`config.mk`:
```
export PLATFORM = sky130hd
export DESIGN_NAME = mpl_top
export DESIGN_NICKNAME = d
export VERILOG_FILES = /design/src/common/mpl_pkg.sv /design/src/mpl_top.sv
export SDC_FILE = /design/constraint.sdc
export NUM_CORES = 2
export LEC_CHECK = 0
export ABC_AREA = 0
export BUFFER_PORTS_ARGS = -buffer_cell sky130_fd_sc_hd__buf_2
export CORE_MARGIN = 2
export CORE_UTILIZATION = 70
export CTS_BUF_LIST = sky130_fd_sc_hd__clkbuf_8
export DETAILED_ROUTE_END_ITERATION = 16
export GPL_ROUTABILITY_DRIVEN = 0
export PLACE_DENSITY_LB_ADDON = 0.1
export SYNTH_ARGS = -nofsm -noshare
export SYNTH_HDL_FRONTEND = slang
export SYNTH_SLANG_ARGS = --single-unit
```
`constraint.sdc`:
```
create_clock -name hclk -period 20.7 [get_ports hclk]
set_clock_uncertainty 0.1 [all_clocks]
set_input_delay 2.07 -clock hclk [delete_from_list [all_inputs] [get_ports hclk]]
set_output_delay 2.07 -clock hclk [all_outputs]
set_load 0.1 [all_outputs]
```
`src/common/mpl_pkg.sv`:
```
// Purpose: Shared constants and types for the panel meter level control.
// Assumes: 20 MHz hclk, AHB-Lite register access with 32-bit words.
// Notes: Levels, display selections and register map live here.
package mpl_pkg;
  // Clock and key hold timing
  localparam int CLK_PERIOD_NS = 50;
  localparam int CLEAR_HOLD_MS = 1000;
  localparam int CLEAR_HOLD_CYC = (CLEAR_HOLD_MS * 1000000) / CLK_PERIOD_NS;
  // Register byte offsets
  localparam logic [7:0] OFS_CONFIG = 8'h00;
  localparam logic [7:0] OFS_LEVEL = 8'h04;
  localparam logic [7:0] OFS_SCALE_IN = 8'h08;
  localparam logic [7:0] OFS_SCALE_DISP = 8'h0c;
  localparam logic [7:0] OFS_SV1 = 8'h10;
  localparam logic [7:0] OFS_SV2 = 8'h14;
  localparam logic [7:0] OFS_STATUS = 8'h18;
  localparam logic [7:0] OFS_MASK = 8'h1c;
  localparam logic [7:0] OFS_DISPLAY = 8'h20;
  localparam logic [7:0] OFS_PRESCALE = 8'h24;
  localparam logic [7:0] OFS_MAXV = 8'h28;
  localparam logic [7:0] OFS_MINV = 8'h2c;
  // Config field positions
  localparam int CFG_OPL_LSB = 0;
  localparam int CFG_LVL_LSB = 2;
  localparam int CFG_EDL_BIT = 4;
  localparam int CFG_FRQ_BIT = 5;
  localparam int CFG_DP_LSB = 6;
  localparam int CFG_CMP_BIT = 9;
  // Status bit positions
  localparam int ST_OVER = 0;
  localparam int ST_UNDER = 1;
  localparam int ST_MMCLR = 2;
  localparam int ST_LVLREF = 3;
  localparam int ST_RANGE = 4;
  localparam int ST_W = 5;
  // Display limits and value ranges
  localparam logic signed [17:0] DISP_HI = 18'sd99999;
  localparam logic signed [17:0] DISP_LO = -18'sd19999;
  localparam logic [16:0] VAL_MAX = 17'd99999;
  // Reset and default values
  localparam logic [1:0] OPL_RST = 2'h0;
  localparam logic [1:0] LVL_LOCK_RST = 2'h0;
  localparam logic [2:0] DP_DEF_30HZ = 3'h2; // Two decimals
  localparam logic [2:0] DP_DEF_5KHZ = 3'h0; // No decimal point
  localparam logic [16:0] SCALE_IN_DEF = 17'd1;
  localparam logic signed [17:0] SCALE_DISP_DEF = 18'sd1;
  localparam int FRAC_BITS = 16;
  localparam int DIV_STEPS = 34;
  // Setting levels
  typedef enum logic [1:0] {
    LV_PROTECT, LV_OPERATION, LV_INITIAL, LV_ADVANCED
  } mpl_level_e;
  // Run-mode display selection
  typedef enum logic [2:0] {
    DS_MEAS, DS_MAX, DS_MIN, DS_SV1, DS_SV2
  } mpl_disp_e;
endpackage

```
`src/mpl_top.sv`:
```
// Purpose: Front-panel level control, lockouts and scaling of a pulse meter.
// Assumes: Keys and measured frequency are synchronous to hclk.
// Notes: Registers on AHB-Lite, zero wait states, always OKAY.
// Summary of operation
// - Peak key from measurement shows max/min
// - Hold peak key one second clears max/min
// - Mode key steps to output one, two values
// - Set values key-editable only while edits unlocked; bus writes anytime except in a cycle with an up-key edit
// - Measurement runs only in protect/operation levels
// - Range change restores dependent parameter defaults
// - Operation lockout two hides set values
// - No operation lockout without comparator outputs
// - Level lockout gates initial and advanced levels
// - Edit lockout blocks key setting changes
// - Protect parameters always stay changeable
// - Frequency range is 30 Hz or 5 kHz
// - Display equals frequency times derived prescale
// - Scaling values accepted as in-range integers
// - Decimal point placed without touching arithmetic
// - Above limit shows upper limit flashing
// - Below limit shows lower limit flashing
//
// The address map and the AHB-Lite register port were chosen for this implementation.
`timescale 1ns/10ps
module mpl_top
  import mpl_pkg::*;
#(
  parameter int HOLD_CYCLES = CLEAR_HOLD_CYC
) (
  input wire logic hclk,
  input wire logic hresetn,
  input wire logic hsel,
  input wire logic [31:0] haddr,
  input wire logic [1:0] htrans,
  input wire logic hwrite,
  input wire logic [2:0] hsize,
  input wire logic [31:0] hwdata,
  input wire logic hready,
  output logic [31:0] hrdata,
  output logic hreadyout,
  output logic hresp,
  output logic irq,
  input wire logic peak_key,
  input wire logic mode_key,
  input wire logic shift_key,
  input wire logic up_key,
  input wire logic level_key,
  input wire logic [16:0] freq_in,
  input wire logic freq_valid,
  output logic [1:0] level_out,
  output logic meas_run,
  output logic [2:0] disp_kind,
  output logic signed [17:0] disp_value,
  output logic disp_flash,
  output logic [2:0] dp_pos,
  output logic freq_range,
  output logic edit_active,
  output logic [2:0] edit_digit
);
  logic [1:0] opl_reg;
  logic [1:0] lvl_lock_reg;
  logic edl_reg;
  logic frq_reg;
  logic cmp_reg;
  logic [16:0] sc_in_reg;
  logic signed [17:0] sc_disp_reg;
  logic [16:0] sv1_reg;
  logic [16:0] sv2_reg;
  logic [ST_W-1:0] status_reg;
  logic [ST_W-1:0] mask_reg;
  logic [ST_W-1:0] st_set;
  logic st_rd_clr;
  mpl_level_e level_reg;
  mpl_disp_e ds_reg;
  logic [24:0] hold_cnt;
  logic mm_valid;
  logic mm_upd;
  logic signed [17:0] maxv_reg;
  logic signed [17:0] minv_reg;
  logic signed [17:0] scaled_reg;
  logic [33:0] alpha_reg;
  logic alpha_neg;
  logic div_busy;
  logic [5:0] div_cnt;
  logic [33:0] div_q;
  logic [17:0] div_rem;
  logic div_start;
  logic [4:0] key_prev;
  logic peak_p, mode_p, shift_p, up_p, level_p;
  logic wr_pend;
  logic [7:0] wr_addr;
  logic bus_take;
  logic wr_en;
  logic init_lvl;
  logic sv_allowed;
  logic sv_edit_ok;
  logic [1:0] lvl_req;
  logic lvl_req_v;

  // Key press edges; keys are already synchronous
  always_ff @(posedge hclk or negedge hresetn) begin
    if (!hresetn) begin
      key_prev <= 5'h00;
    end else begin
      key_prev <= {peak_key, mode_key, shift_key, up_key, level_key};
    end
  end
  assign peak_p = peak_key & ~key_prev[4];
  assign mode_p = mode_key & ~key_prev[3];
  assign shift_p = shift_key & ~key_prev[2];
  assign up_p = up_key & ~key_prev[1];
  assign level_p = level_key & ~key_prev[0];

  // Bus address phase capture
  assign bus_take = hsel & htrans[1] & hready;
  assign wr_en = wr_pend;
  always_ff @(posedge hclk or negedge hresetn) begin
    if (!hresetn) begin
      wr_pend <= 1'b0;
      wr_addr <= 8'h00;
      hreadyout <= 1'b1;
      hresp <= 1'b0;
    end else begin
      wr_pend <= bus_take & hwrite;
      wr_addr <= haddr[7:0];
      hreadyout <= 1'b1; // Never stalls
      hresp <= 1'b0;
    end
  end

  assign init_lvl = (level_reg == LV_INITIAL);
  assign sv_allowed = cmp_reg & (opl_reg != 2'h2);
  assign sv_edit_ok = ~edl_reg;

  // Protect-level parameters
  always_ff @(posedge hclk or negedge hresetn) begin
    if (!hresetn) begin
      opl_reg <= OPL_RST;
      lvl_lock_reg <= LVL_LOCK_RST;
      edl_reg <= 1'b0;
      cmp_reg <= 1'b1;
    end else if (wr_en && wr_addr == OFS_CONFIG) begin
      lvl_lock_reg <= hwdata[CFG_LVL_LSB +: 2];
      edl_reg <= hwdata[CFG_EDL_BIT];
      cmp_reg <= hwdata[CFG_CMP_BIT];
      if (!hwdata[CFG_CMP_BIT]) begin
        opl_reg <= OPL_RST;
      end else if (hwdata[CFG_OPL_LSB +: 2] != 2'h3) begin
        opl_reg <= hwdata[CFG_OPL_LSB +: 2];
      end
    end
  end

  // Initial-level parameters: range, decimal point, scaling
  always_ff @(posedge hclk or negedge hresetn) begin
    if (!hresetn) begin
      frq_reg <= 1'b0;
      dp_pos <= DP_DEF_30HZ;
      sc_in_reg <= SCALE_IN_DEF;
      sc_disp_reg <= SCALE_DISP_DEF;
    end else if (wr_en && init_lvl) begin
      if (wr_addr == OFS_CONFIG) begin
        // One bit picks 30 Hz or 5 kHz
        frq_reg <= hwdata[CFG_FRQ_BIT];
        if (hwdata[CFG_FRQ_BIT] != frq_reg) begin
          dp_pos <= hwdata[CFG_FRQ_BIT] ? DP_DEF_5KHZ : DP_DEF_30HZ;
          sc_in_reg <= SCALE_IN_DEF;
          sc_disp_reg <= SCALE_DISP_DEF;
        end else if (hwdata[CFG_DP_LSB +: 3] <= 3'h4) begin
          dp_pos <= hwdata[CFG_DP_LSB +: 3];
        end
      end
      if (wr_addr == OFS_SCALE_IN && hwdata[31:17] == 15'h0000 &&
          hwdata[16:0] <= VAL_MAX) begin
        sc_in_reg <= hwdata[16:0];
      end
      if (wr_addr == OFS_SCALE_DISP &&
          $signed(hwdata) <= $signed({{14{1'b0}}, DISP_HI}) &&
          $signed(hwdata) >= $signed({{14{1'b1}}, DISP_LO})) begin
        sc_disp_reg <= hwdata[17:0];
      end
    end
  end
  assign freq_range = frq_reg;

  // Prescale recompute on any scaling or range write
  assign div_start = wr_en && init_lvl && (wr_addr == OFS_SCALE_IN ||
                     wr_addr == OFS_SCALE_DISP || wr_addr == OFS_CONFIG);

  always_ff @(posedge hclk or negedge hresetn) begin
    if (!hresetn) begin
      div_busy <= 1'b0;
      div_cnt <= 6'h00;
      div_q <= 34'h0;
      div_rem <= 18'h0;
      alpha_reg <= {18'h0, 16'h0001} << FRAC_BITS;
      alpha_neg <= 1'b0;
    end else if (div_start) begin
      // Start one cycle late so the stored values are settled
      div_busy <= 1'b1;
      div_cnt <= 6'h00;
      div_rem <= 18'h0;
      div_q <= 34'h0;
    end else if (div_busy) begin
      if (div_cnt == 6'h00 && div_q == 34'h0 && div_rem == 18'h0) begin
        // Dividend is the display magnitude shifted up by the Q16 point
        div_q <= {(sc_disp_reg[17] ? 18'(-sc_disp_reg) :
                   18'(sc_disp_reg)), 16'h0000};
        div_cnt <= 6'h01;
      end else if (div_cnt <= 6'(DIV_STEPS)) begin
        if ({div_rem[16:0], div_q[33]} >= {1'b0, sc_in_reg}) begin
          div_rem <= {div_rem[16:0], div_q[33]} - {1'b0, sc_in_reg};
          div_q <= {div_q[32:0], 1'b1};
        end else begin
          div_rem <= {div_rem[16:0], div_q[33]};
          div_q <= {div_q[32:0], 1'b0};
        end
        div_cnt <= div_cnt + 6'h01;
      end else begin
        div_busy <= 1'b0;
        alpha_reg <= (sc_in_reg == 17'h0) ? 34'h0 : div_q;
        alpha_neg <= sc_disp_reg[17];
      end
    end
  end

  // Scaling of each new sample, clamped to the display limits
  logic [50:0] prod;
  logic [34:0] mag;
  assign prod = {34'h0, freq_in} * {17'h0, alpha_reg};
  assign mag = prod[50:FRAC_BITS];
  always_ff @(posedge hclk or negedge hresetn) begin
    if (!hresetn) begin
      scaled_reg <= 18'sh0;
      disp_flash <= 1'b0;
    end else if (freq_valid && meas_run) begin
      if (!alpha_neg && mag > 35'(DISP_HI)) begin
        scaled_reg <= DISP_HI;
        disp_flash <= 1'b1;
      end else if (alpha_neg && mag > 35'(-DISP_LO)) begin
        scaled_reg <= DISP_LO;
        disp_flash <= 1'b1;
      end else begin
        scaled_reg <= alpha_neg ? -18'(mag) : 18'(mag);
        disp_flash <= 1'b0;
      end
    end
  end

  // Level requests from bus or level key
  always_comb begin
    lvl_req = 2'(LV_OPERATION);
    lvl_req_v = 1'b0;
    if (wr_en && wr_addr == OFS_LEVEL) begin
      lvl_req = hwdata[1:0];
      lvl_req_v = 1'b1;
    end else if (level_p) begin
      lvl_req = (level_reg == LV_OPERATION) ? 2'(LV_INITIAL) :
                2'(LV_OPERATION);
      lvl_req_v = 1'b1;
    end
  end

  logic lvl_deny;
  assign lvl_deny = (lvl_req == 2'(LV_ADVANCED) && lvl_lock_reg != 2'h0) ||
                    (lvl_req == 2'(LV_INITIAL) && lvl_lock_reg == 2'h2);
  always_ff @(posedge hclk or negedge hresetn) begin
    if (!hresetn) begin
      level_reg <= LV_OPERATION;
      meas_run <= 1'b1;
    end else begin
      if (lvl_req_v && !lvl_deny) begin
        level_reg <= mpl_level_e'(lvl_req);
      end
      meas_run <= !(lvl_req_v && !lvl_deny) ?
                  (level_reg == LV_PROTECT || level_reg == LV_OPERATION) :
                  (lvl_req == 2'(LV_PROTECT) || lvl_req == 2'(LV_OPERATION));
    end
  end
  assign level_out = level_reg;

  // Run-mode display stepping
  always_ff @(posedge hclk or negedge hresetn) begin
    if (!hresetn) begin
      ds_reg <= DS_MEAS;
    end else if (level_reg != LV_OPERATION) begin
      ds_reg <= DS_MEAS;
    end else begin
      case (ds_reg)
        DS_MEAS: begin
          if (peak_p) ds_reg <= DS_MAX;
          // Mode key to output one value
          else if (mode_p && sv_allowed) ds_reg <= DS_SV1;
        end
        DS_MAX, DS_MIN: begin
          if (peak_p) ds_reg <= (ds_reg == DS_MAX) ? DS_MIN : DS_MEAS;
          else if (mode_p && sv_allowed) ds_reg <= DS_SV1;
        end
        DS_SV1: begin
          if (!sv_allowed) ds_reg <= DS_MEAS;
          else if (mode_p) ds_reg <= DS_SV2;
        end
        DS_SV2: begin
          if (!sv_allowed || mode_p) ds_reg <= DS_MEAS;
        end
        default: ds_reg <= DS_MEAS;
      endcase
    end
  end

  logic mm_clear;
  assign mm_clear = (ds_reg == DS_MAX || ds_reg == DS_MIN) && peak_key &&
                    hold_cnt == 25'(HOLD_CYCLES - 1);
  always_ff @(posedge hclk or negedge hresetn) begin
    if (!hresetn) begin
      hold_cnt <= 25'h0;
    end else if (!peak_key || (ds_reg != DS_MAX && ds_reg != DS_MIN)) begin
      hold_cnt <= 25'h0;
    end else if (hold_cnt != 25'(HOLD_CYCLES)) begin
      hold_cnt <= hold_cnt + 25'h1;
    end
  end

  // Max/min tracking one edge after each sample, so the new value counts
  always_ff @(posedge hclk or negedge hresetn) begin
    if (!hresetn) begin
      mm_upd <= 1'b0;
      mm_valid <= 1'b0;
      maxv_reg <= 18'sh0;
      minv_reg <= 18'sh0;
    end else begin
      mm_upd <= freq_valid && meas_run;
      if (mm_clear) begin
        mm_valid <= 1'b0;
        maxv_reg <= 18'sh0;
        minv_reg <= 18'sh0;
      end else if (mm_upd) begin
        mm_valid <= 1'b1;
        if (!mm_valid || scaled_reg > maxv_reg) maxv_reg <= scaled_reg;
        if (!mm_valid || scaled_reg < minv_reg) minv_reg <= scaled_reg;
      end
    end
  end

  // Set values: bus writes anytime except in a cycle with an up-key edit, key edits when unlocked
  function automatic logic [16:0] pow10(input logic [2:0] d);
    case (d)
      3'h0: pow10 = 17'd1;
      3'h1: pow10 = 17'd10;
      3'h2: pow10 = 17'd100;
      3'h3: pow10 = 17'd1000;
      default: pow10 = 17'd10000;
    endcase
  endfunction
  logic [16:0] sv_cur;
  logic [17:0] sv_inc;
  assign sv_cur = (ds_reg == DS_SV2) ? sv2_reg : sv1_reg;
  assign sv_inc = {1'b0, sv_cur} + {1'b0, pow10(edit_digit)};
  always_ff @(posedge hclk or negedge hresetn) begin
    if (!hresetn) begin
      edit_active <= 1'b0;
      edit_digit <= 3'h0;
      sv1_reg <= 17'h0;
      sv2_reg <= 17'h0;
    end else begin
      if (ds_reg != DS_SV1 && ds_reg != DS_SV2 || mode_p || !sv_edit_ok) begin
        edit_active <= 1'b0;
        edit_digit <= 3'h0;
      end else if (shift_p) begin
        // Entry to change mode needs unlock
        edit_active <= 1'b1;
        if (edit_active)
          edit_digit <= (edit_digit == 3'h4) ? 3'h0 : edit_digit + 3'h1;
      end
      // Up key alters digit while unlocked
      if (edit_active && sv_edit_ok && up_p) begin
        if (ds_reg == DS_SV1)
          sv1_reg <= (sv_inc > {1'b0, VAL_MAX}) ? 17'h0 : sv_inc[16:0];
        if (ds_reg == DS_SV2)
          sv2_reg <= (sv_inc > {1'b0, VAL_MAX}) ? 17'h0 : sv_inc[16:0];
      end else if (wr_en && hwdata[16:0] <= VAL_MAX) begin
        if (wr_addr == OFS_SV1) sv1_reg <= hwdata[16:0];
        if (wr_addr == OFS_SV2) sv2_reg <= hwdata[16:0];
      end
    end
  end

  // Displayed value follows the selection
  always_ff @(posedge hclk or negedge hresetn) begin
    if (!hresetn) begin
      disp_value <= 18'sh0;
      disp_kind <= 3'(DS_MEAS);
    end else begin
      disp_kind <= ds_reg;
      case (ds_reg)
        DS_MAX: disp_value <= maxv_reg;
        DS_MIN: disp_value <= minv_reg;
        DS_SV1: disp_value <= {1'b0, sv1_reg};
        DS_SV2: disp_value <= {1'b0, sv2_reg};
        default: disp_value <= scaled_reg;
      endcase
    end
  end

  // Sticky events; a read clears, a new set wins over it
  always_comb begin
    st_set = '0;
    st_set[ST_OVER] = freq_valid && meas_run && !alpha_neg &&
                      mag > 35'(DISP_HI);
    st_set[ST_UNDER] = freq_valid && meas_run && alpha_neg &&
                       mag > 35'(-DISP_LO);
    st_set[ST_MMCLR] = mm_clear;
    st_set[ST_LVLREF] = lvl_req_v && lvl_deny;
    st_set[ST_RANGE] = wr_en && init_lvl && wr_addr == OFS_CONFIG &&
                       hwdata[CFG_FRQ_BIT] != frq_reg;
  end
  assign st_rd_clr = bus_take && !hwrite && haddr[7:0] == OFS_STATUS;
  always_ff @(posedge hclk or negedge hresetn) begin
    if (!hresetn) begin
      status_reg <= '0;
      mask_reg <= '0;
      irq <= 1'b0;
    end else begin
      status_reg <= (st_rd_clr ? '0 : status_reg) | st_set;
      if (wr_en && wr_addr == OFS_MASK) mask_reg <= hwdata[ST_W-1:0];
      irq <= |(((st_rd_clr ? '0 : status_reg) | st_set) & mask_reg);
    end
  end

  // Read data registered in the address phase
  always_ff @(posedge hclk or negedge hresetn) begin
    if (!hresetn) begin
      hrdata <= 32'h0;
    end else if (bus_take && !hwrite) begin
      case (haddr[7:0])
        OFS_CONFIG: hrdata <= {22'h0, cmp_reg, dp_pos, frq_reg, edl_reg,
                               lvl_lock_reg, opl_reg};
        OFS_LEVEL: hrdata <= {30'h0, level_reg};
        OFS_SCALE_IN: hrdata <= {15'h0, sc_in_reg};
        OFS_SCALE_DISP: hrdata <= {{14{sc_disp_reg[17]}}, sc_disp_reg};
        OFS_SV1: hrdata <= {15'h0, sv1_reg};
        OFS_SV2: hrdata <= {15'h0, sv2_reg};
        OFS_STATUS: hrdata <= {27'h0, status_reg};
        OFS_MASK: hrdata <= {27'h0, mask_reg};
        OFS_DISPLAY: hrdata <= {{14{scaled_reg[17]}}, scaled_reg};
        OFS_PRESCALE: hrdata <= {alpha_neg, div_busy, alpha_reg[29:0]};
        OFS_MAXV: hrdata <= {{14{maxv_reg[17]}}, maxv_reg};
        OFS_MINV: hrdata <= {{14{minv_reg[17]}}, minv_reg};
        default: hrdata <= 32'h0;
      endcase
    end
  end
endmodule // mpl_top

```
=== Word-level counts from Yosys, hierarchy flattened ===
Index checks and enable logic that the tools add are counted.

* Add/subtract/negate cells: 7
* Multipliers: 1
* Magnitude comparators: 11
* Equality and inequality tests: 47
* Mux-type cells: 81
* Bitwise operators: 20
* Reductions and logical operators: 97

{| class="wikitable"
|+ Operators by type and width
! cell !! count
|-
| $pmux W32 S12 || 1
|-
| $mux W18 || 18
|-
| $mux W17 || 13
|-
| $mux W34 || 5
|-
| $pmux W18 S4 || 1
|-
| $eq A8 B5 Y1 const B || 7
|-
| $pmux W14 S4 || 1
|-
| $mul A17 B34 Y51 || 1
|-
| $mux W25 || 2
|-
| $mux W3 || 13
|-
| $neg A18 Y18 || 2
|-
| $gt A35 B15 Y1 const B || 1
|-
| $gt A35 B17 Y1 const B || 1
|-
| $logic_and A1 B1 Y1 || 34
|-
| $logic_not A34 Y1 || 1
|-
| $reduce_bool A2 Y1 || 17
|-
| $eq A8 B4 Y1 const B || 4
|-
| $eq A8 B6 Y1 const B || 4
|-
| $ge A32 B16 Y1 const B || 1
|-
| $le A32 B18 Y1 const B || 1
|-
| $add A25 B1 Y25 const B || 1
|-
| $eq A25 B25 Y1 const B || 1
|-
| $ne A25 B25 Y1 const B || 1
|-
| $mux W6 || 4
|-
| other kinds (47) || 129
|}

* Bits in registers: 343
* Bits of input ports: 97
* Logic and storage cells: 301

=== Logic depth before layout (Yosys ltp) ===
* Depth after elaboration: 11
* Mapped depth: 31
* Depth with buffers taken out: 28

=== Worst setup path after synthesis ===
Ideal clock, no wire load.

* Path type: input to register
* Start: input freq_in[10]
* End: register scaled_reg[9]
* Arrival time: 9.056 ns
* Data required time: 20.474 ns
* Path slack: 11.418 ns
* Cell stages on the path: 27
* Buffers on the path: 4
* Cells stage by stage: clkbuf_1 clkbuf_1 nand2_1 fa_1 inv_1 fa_1 fa_1 fa_1 fa_1 inv_1 fa_1 inv_1 ha_1 clkbuf_1 nand2_1 nor3_1 o211ai_1 and3_1 o31ai_1 a21oi_1 xnor2_1 a2111o_1 or4_4 nor2_2 nor3_2 buf_6 a221o_1

* Cells in the longest elaborated chain, start to end: 5

{| class="wikitable"
|+ RTL lines
! what !! RTL line !! source
|-
| start, declared || mpl_top.sv:48 || <nowiki>input wire logic [16:0] freq_in,</nowiki>
|-
| $mul A17 B34 Y51 (*) || mpl_top.sv:230 || <nowiki>assign prod = {34'h0, freq_in} * {17'h0, alpha_reg};</nowiki>
|-
| $gt A35 B15 Y1 / $neg A18 Y18 (equally long branches) || mpl_top.sv:240, mpl_top.sv:244 ||
|-
| $logic_and A1 B1 Y1 / $mux W18 (equally long branches) || mpl_top.sv:240, mpl_top.sv:244 ||
|-
| $mux W18 || mpl_top.sv:240 || <nowiki>end else if (alpha_neg && mag > 35'(-DISP_LO)) begin</nowiki>
|-
| $mux W18 (*) || mpl_top.sv:237 || <nowiki>if (!alpha_neg && mag > 35'(DISP_HI)) begin</nowiki>
|-
| end signal, assigned || mpl_top.sv:244 || <nowiki>scaled_reg <= alpha_neg ? -18'(mag) : 18'(mag);</nowiki>
|-
| end, declared || mpl_top.sv:80 || <nowiki>logic signed [17:0] scaled_reg;</nowiki>
|}

Every way passes the cells marked *; elsewhere a longest branch is shown, timed or not.
A chain may end at the register's enable or synchronous reset.

=== Worst setup path after layout ===
* Start: input freq_in[7]
* End: register scaled_reg[7]

The elaborated chain is that of the path after synthesis.

==> impl_metrics.env <==
export IMPL_powerDensity_nw_per_um2=46.3
export IMPL_die_w_um=235
export IMPL_antenna_found_initial=2
export IMPL_ys_types=98
export IMPL_post_cts_buffers=0
export IMPL_syn_area_per_cell_um2=8.73
export IMPL_grt_pass1_wl_um=173000
export IMPL_fp_dieH_um=235
export IMPL_timing_worst_slew_pin_value_ns=1.27
export IMPL_core_um2=52700
export IMPL_outcome="finished clean"
export IMPL_grt_pass1_vias=32215
export IMPL_grt_total_usage_pct=39.6
export IMPL_synthCells=4274
export IMPL_yosysWarningCount=0
export IMPL_power_leakage_nw=20.3
export IMPL_final_cell_mix="nand2_1 (805), inv_1 (634), fa_1 (479)"
export IMPL_clock_sinks=343
export IMPL_cp_required_ns=21.11
export IMPL_yosysSeqAreaShare_pct=23.0
export IMPL_crit_type="input port to flop"
export IMPL_min_period_ns=10.35
export IMPL_holdBufCountCts=0
export IMPL_pin_count=165
export IMPL_hold_violations=0
export IMPL_vias=31431
export IMPL_clkTransAtPathRegs_ns=0.07
export IMPL_h_tree_depth=2
export IMPL_synth_area_um2=37300
export IMPL_synth_edf_count=0
export IMPL_route_detailed_drc=0
export IMPL_async_flop_share_pct=100
export IMPL_grt_max_degree=96
export IMPL_start_util_pct=70.9
export IMPL_io_buffers=134
export IMPL_fp_row_count=84
export IMPL_wl_per_cell_um=21.2
export IMPL_cp_start_kind="input port"
export IMPL_finalNetCount=5053
export IMPL_slowest_delay_ns=0.81
export IMPL_dr_pass1_iters=9
export IMPL_yosys_register_bits=343
export IMPL_wirelength_um=106000
export IMPL_cts_tree="built"
export IMPL_area_growth_pct=5.91
export IMPL_overflow=0
export IMPL_holdCritPathClass="flop to flop"
export IMPL_cp_end_kind="flop"
export IMPL_drtAntennaViolNets=0
export IMPL_crit_slowest_cell="nor4bb_1"
export IMPL_post_route_util_pct=75.1
export IMPL_clock_latency_ns=0.63
export IMPL_ir_drop_mv=0.0835
export IMPL_numCtsBuffers=49
export IMPL_hpwlAfterDp_um=77200
export IMPL_setup_tns_ns=0
export IMPL_path_common_cell="fa_1"
export IMPL_drv_slew=0
export IMPL_crit_fanout=34
export IMPL_syn_num_nets=5051
export IMPL_dieArea_um2=55200
export IMPL_ys_flop_type="dfrtp_1"
export IMPL_arrival_ns=10.77
export IMPL_cts_repair_resized=0
export IMPL_setup_viol_count_final=0
export IMPL_routed_via_density=6.28
export IMPL_drt_iter0_markers=3004
export IMPL_fin_crit_sh_pct=50.0
export IMPL_final_common_cell="nand2_1"
export IMPL_rsz0062_at_grt="false"
export IMPL_drive_gt1_share_pct=8.23
export IMPL_fmax_mhz=96.6
export IMPL_root_buffer="clkbuf_8"
export IMPL_cts_buffer_depth=3
export IMPL_max_cap_violations=0
export IMPL_slew_headroom_pct=14.5
==> synthesized netlist by cell type (6+ instances only) <==
cell type / number / area share [%]
o21ai_0: 173 / 2.3
nor3b_1: 8 / 0.16
a22oi_1: 40 / 0.80
nor4_1: 31 / 0.52
nand2b_1: 16 / 0.27
o31ai_1: 23 / 0.46
a221oi_1: 28 / 0.66
nor2b_1: 23 / 0.39
xnor2_1: 59 / 1.4
nand4_1: 40 / 0.67
nand2_1: 805 / 8.1
and4_1: 9 / 0.21
buf_1: 8 / 0.080
buf_2: 7 / 0.094
fa_1: 479 / 26
inv_1: 621 / 6.2
or2_2: 9 / 0.15
a31oi_1: 34 / 0.57
nand3b_1: 7 / 0.14
a21boi_0: 6 / 0.12
or3_1: 9 / 0.15
o21ai_1: 16 / 0.21
clkbuf_1: 212 / 2.1
dfrtp_1: 336 / 23
o211ai_1: 13 / 0.26
ha_1: 201 / 6.7
a22o_1: 23 / 0.54
mux2i_1: 45 / 1.2
a211oi_1: 13 / 0.26
a221o_1: 11 / 0.29
dfstp_2: 7 / 0.49
and2_1: 187 / 3.1
mux2_2: 44 / 1.3
nor4b_1: 7 / 0.16
o22ai_1: 6 / 0.10
o21a_1: 13 / 0.26
xor2_1: 45 / 1.1
nor2_1: 154 / 1.5
nand3_1: 127 / 1.7
o41ai_1: 6 / 0.14
nor3_1: 40 / 0.54
and3_1: 28 / 0.47
a21o_1: 46 / 0.93
a222oi_1: 11 / 0.29
a21oi_1: 145 / 1.9
==> worst paths after layout <==
| check | from | to | slack (ns) | depth (start not counted) |
|---|---|---|---|---|
| worst max-delay path | freq_in[7] | scaled_reg[7] | 10.35 | 25 |
| worst min-delay path | hrdata[23] | hrdata[23] | 0.38 | 2 |
| worst max register to register | alpha_reg[21] | scaled_reg[7] | 11.33 | 25 |
| worst min register to register | hrdata[23] | hrdata[23] | 0.38 | 2 |
| max in group asynchronous | hresetn | hrdata[24] | 17.09 | 3 |
| min in group asynchronous | hresetn | key_prev[3] | 1.33 | 1 |
==> stage by stage <==
| stage | worst slack, ns | hold slack (ns) | cell area [um^2] | total power, mW | std cells |
|---|---|---|---|---|---|
| after global placement | 10.01 | 0.360 | 38400 | 1.22 | 4913 |
| final | 10.35 | 0.376 | 39500 | 1.83 | 5006 |
| after global routing | 9.98 | 0.413 | 39500 | 1.90 | 5005 |
| after CTS | 10.50 | 0.381 | 39500 | 1.82 | 5004 |
| after floorplan | 11.42 | 0.252 | 37300 | 1.09 | 4274 |
| after detailed placement | 9.90 | 0.366 | 38400 | 1.23 | 4913 |
==> routing by layer <==
layer	wire length, um	vias up	share of wire (%)	track usage, %
li1	-	13873	-	-
met2	48100	1766	45	61.8
met3	11300	376	11	8.55
met4	7120	0	6.7	22.3
met1	39300	15416	37	51.8
met5	0	-	0	0
==> critical path, delay by kind of cell <==
family | cells | cell delay (ns)
and+or+nand+nor | 3 | 1.41
xor gates and xnor gates | 1 | 0.19
buffers and inverters | 6 | 0.92
AOI/OAI and AO/OA | 8 | 2.54
adders and majority gates | 7 | 3.61
==> kinds of logic after synthesis <==
kind of cell             Yosys count  synth area share [%]
AND/OR/NAND/NOR                 1527                  19.0
buffers and inverters            854                  8.67
adder cells (fa/ha/maj)          680                  32.4
AO/OA/AOI/OAI                    674                  11.9
flip-flops                       343                  23.0
XOR/XNOR                         104                  2.44
multiplexers                      90                  2.57
other                              2                0.0201
==> power by group <==
part	switching (mW)	total [mW]	internal, mW
clock	0.274	0.602	0.328
sequential	0.0610	0.776	0.715
combinational	0.336	0.452	0.115
==> area by class of cell <==
type / count / area (um^2)
multi-input cells: 3077 / 25600
fillers: 3895 / 13100
clock buffers: 64 / 881
repair buffers: 183 / 1050
clock inverters: 27 / 226
well taps: 688 / 861
flip-flops and latches: 343 / 8590
inverters: 622 / 2330
diodes: 2 / 5.00
Note: power is estimated with default switching activity, not from simulation.
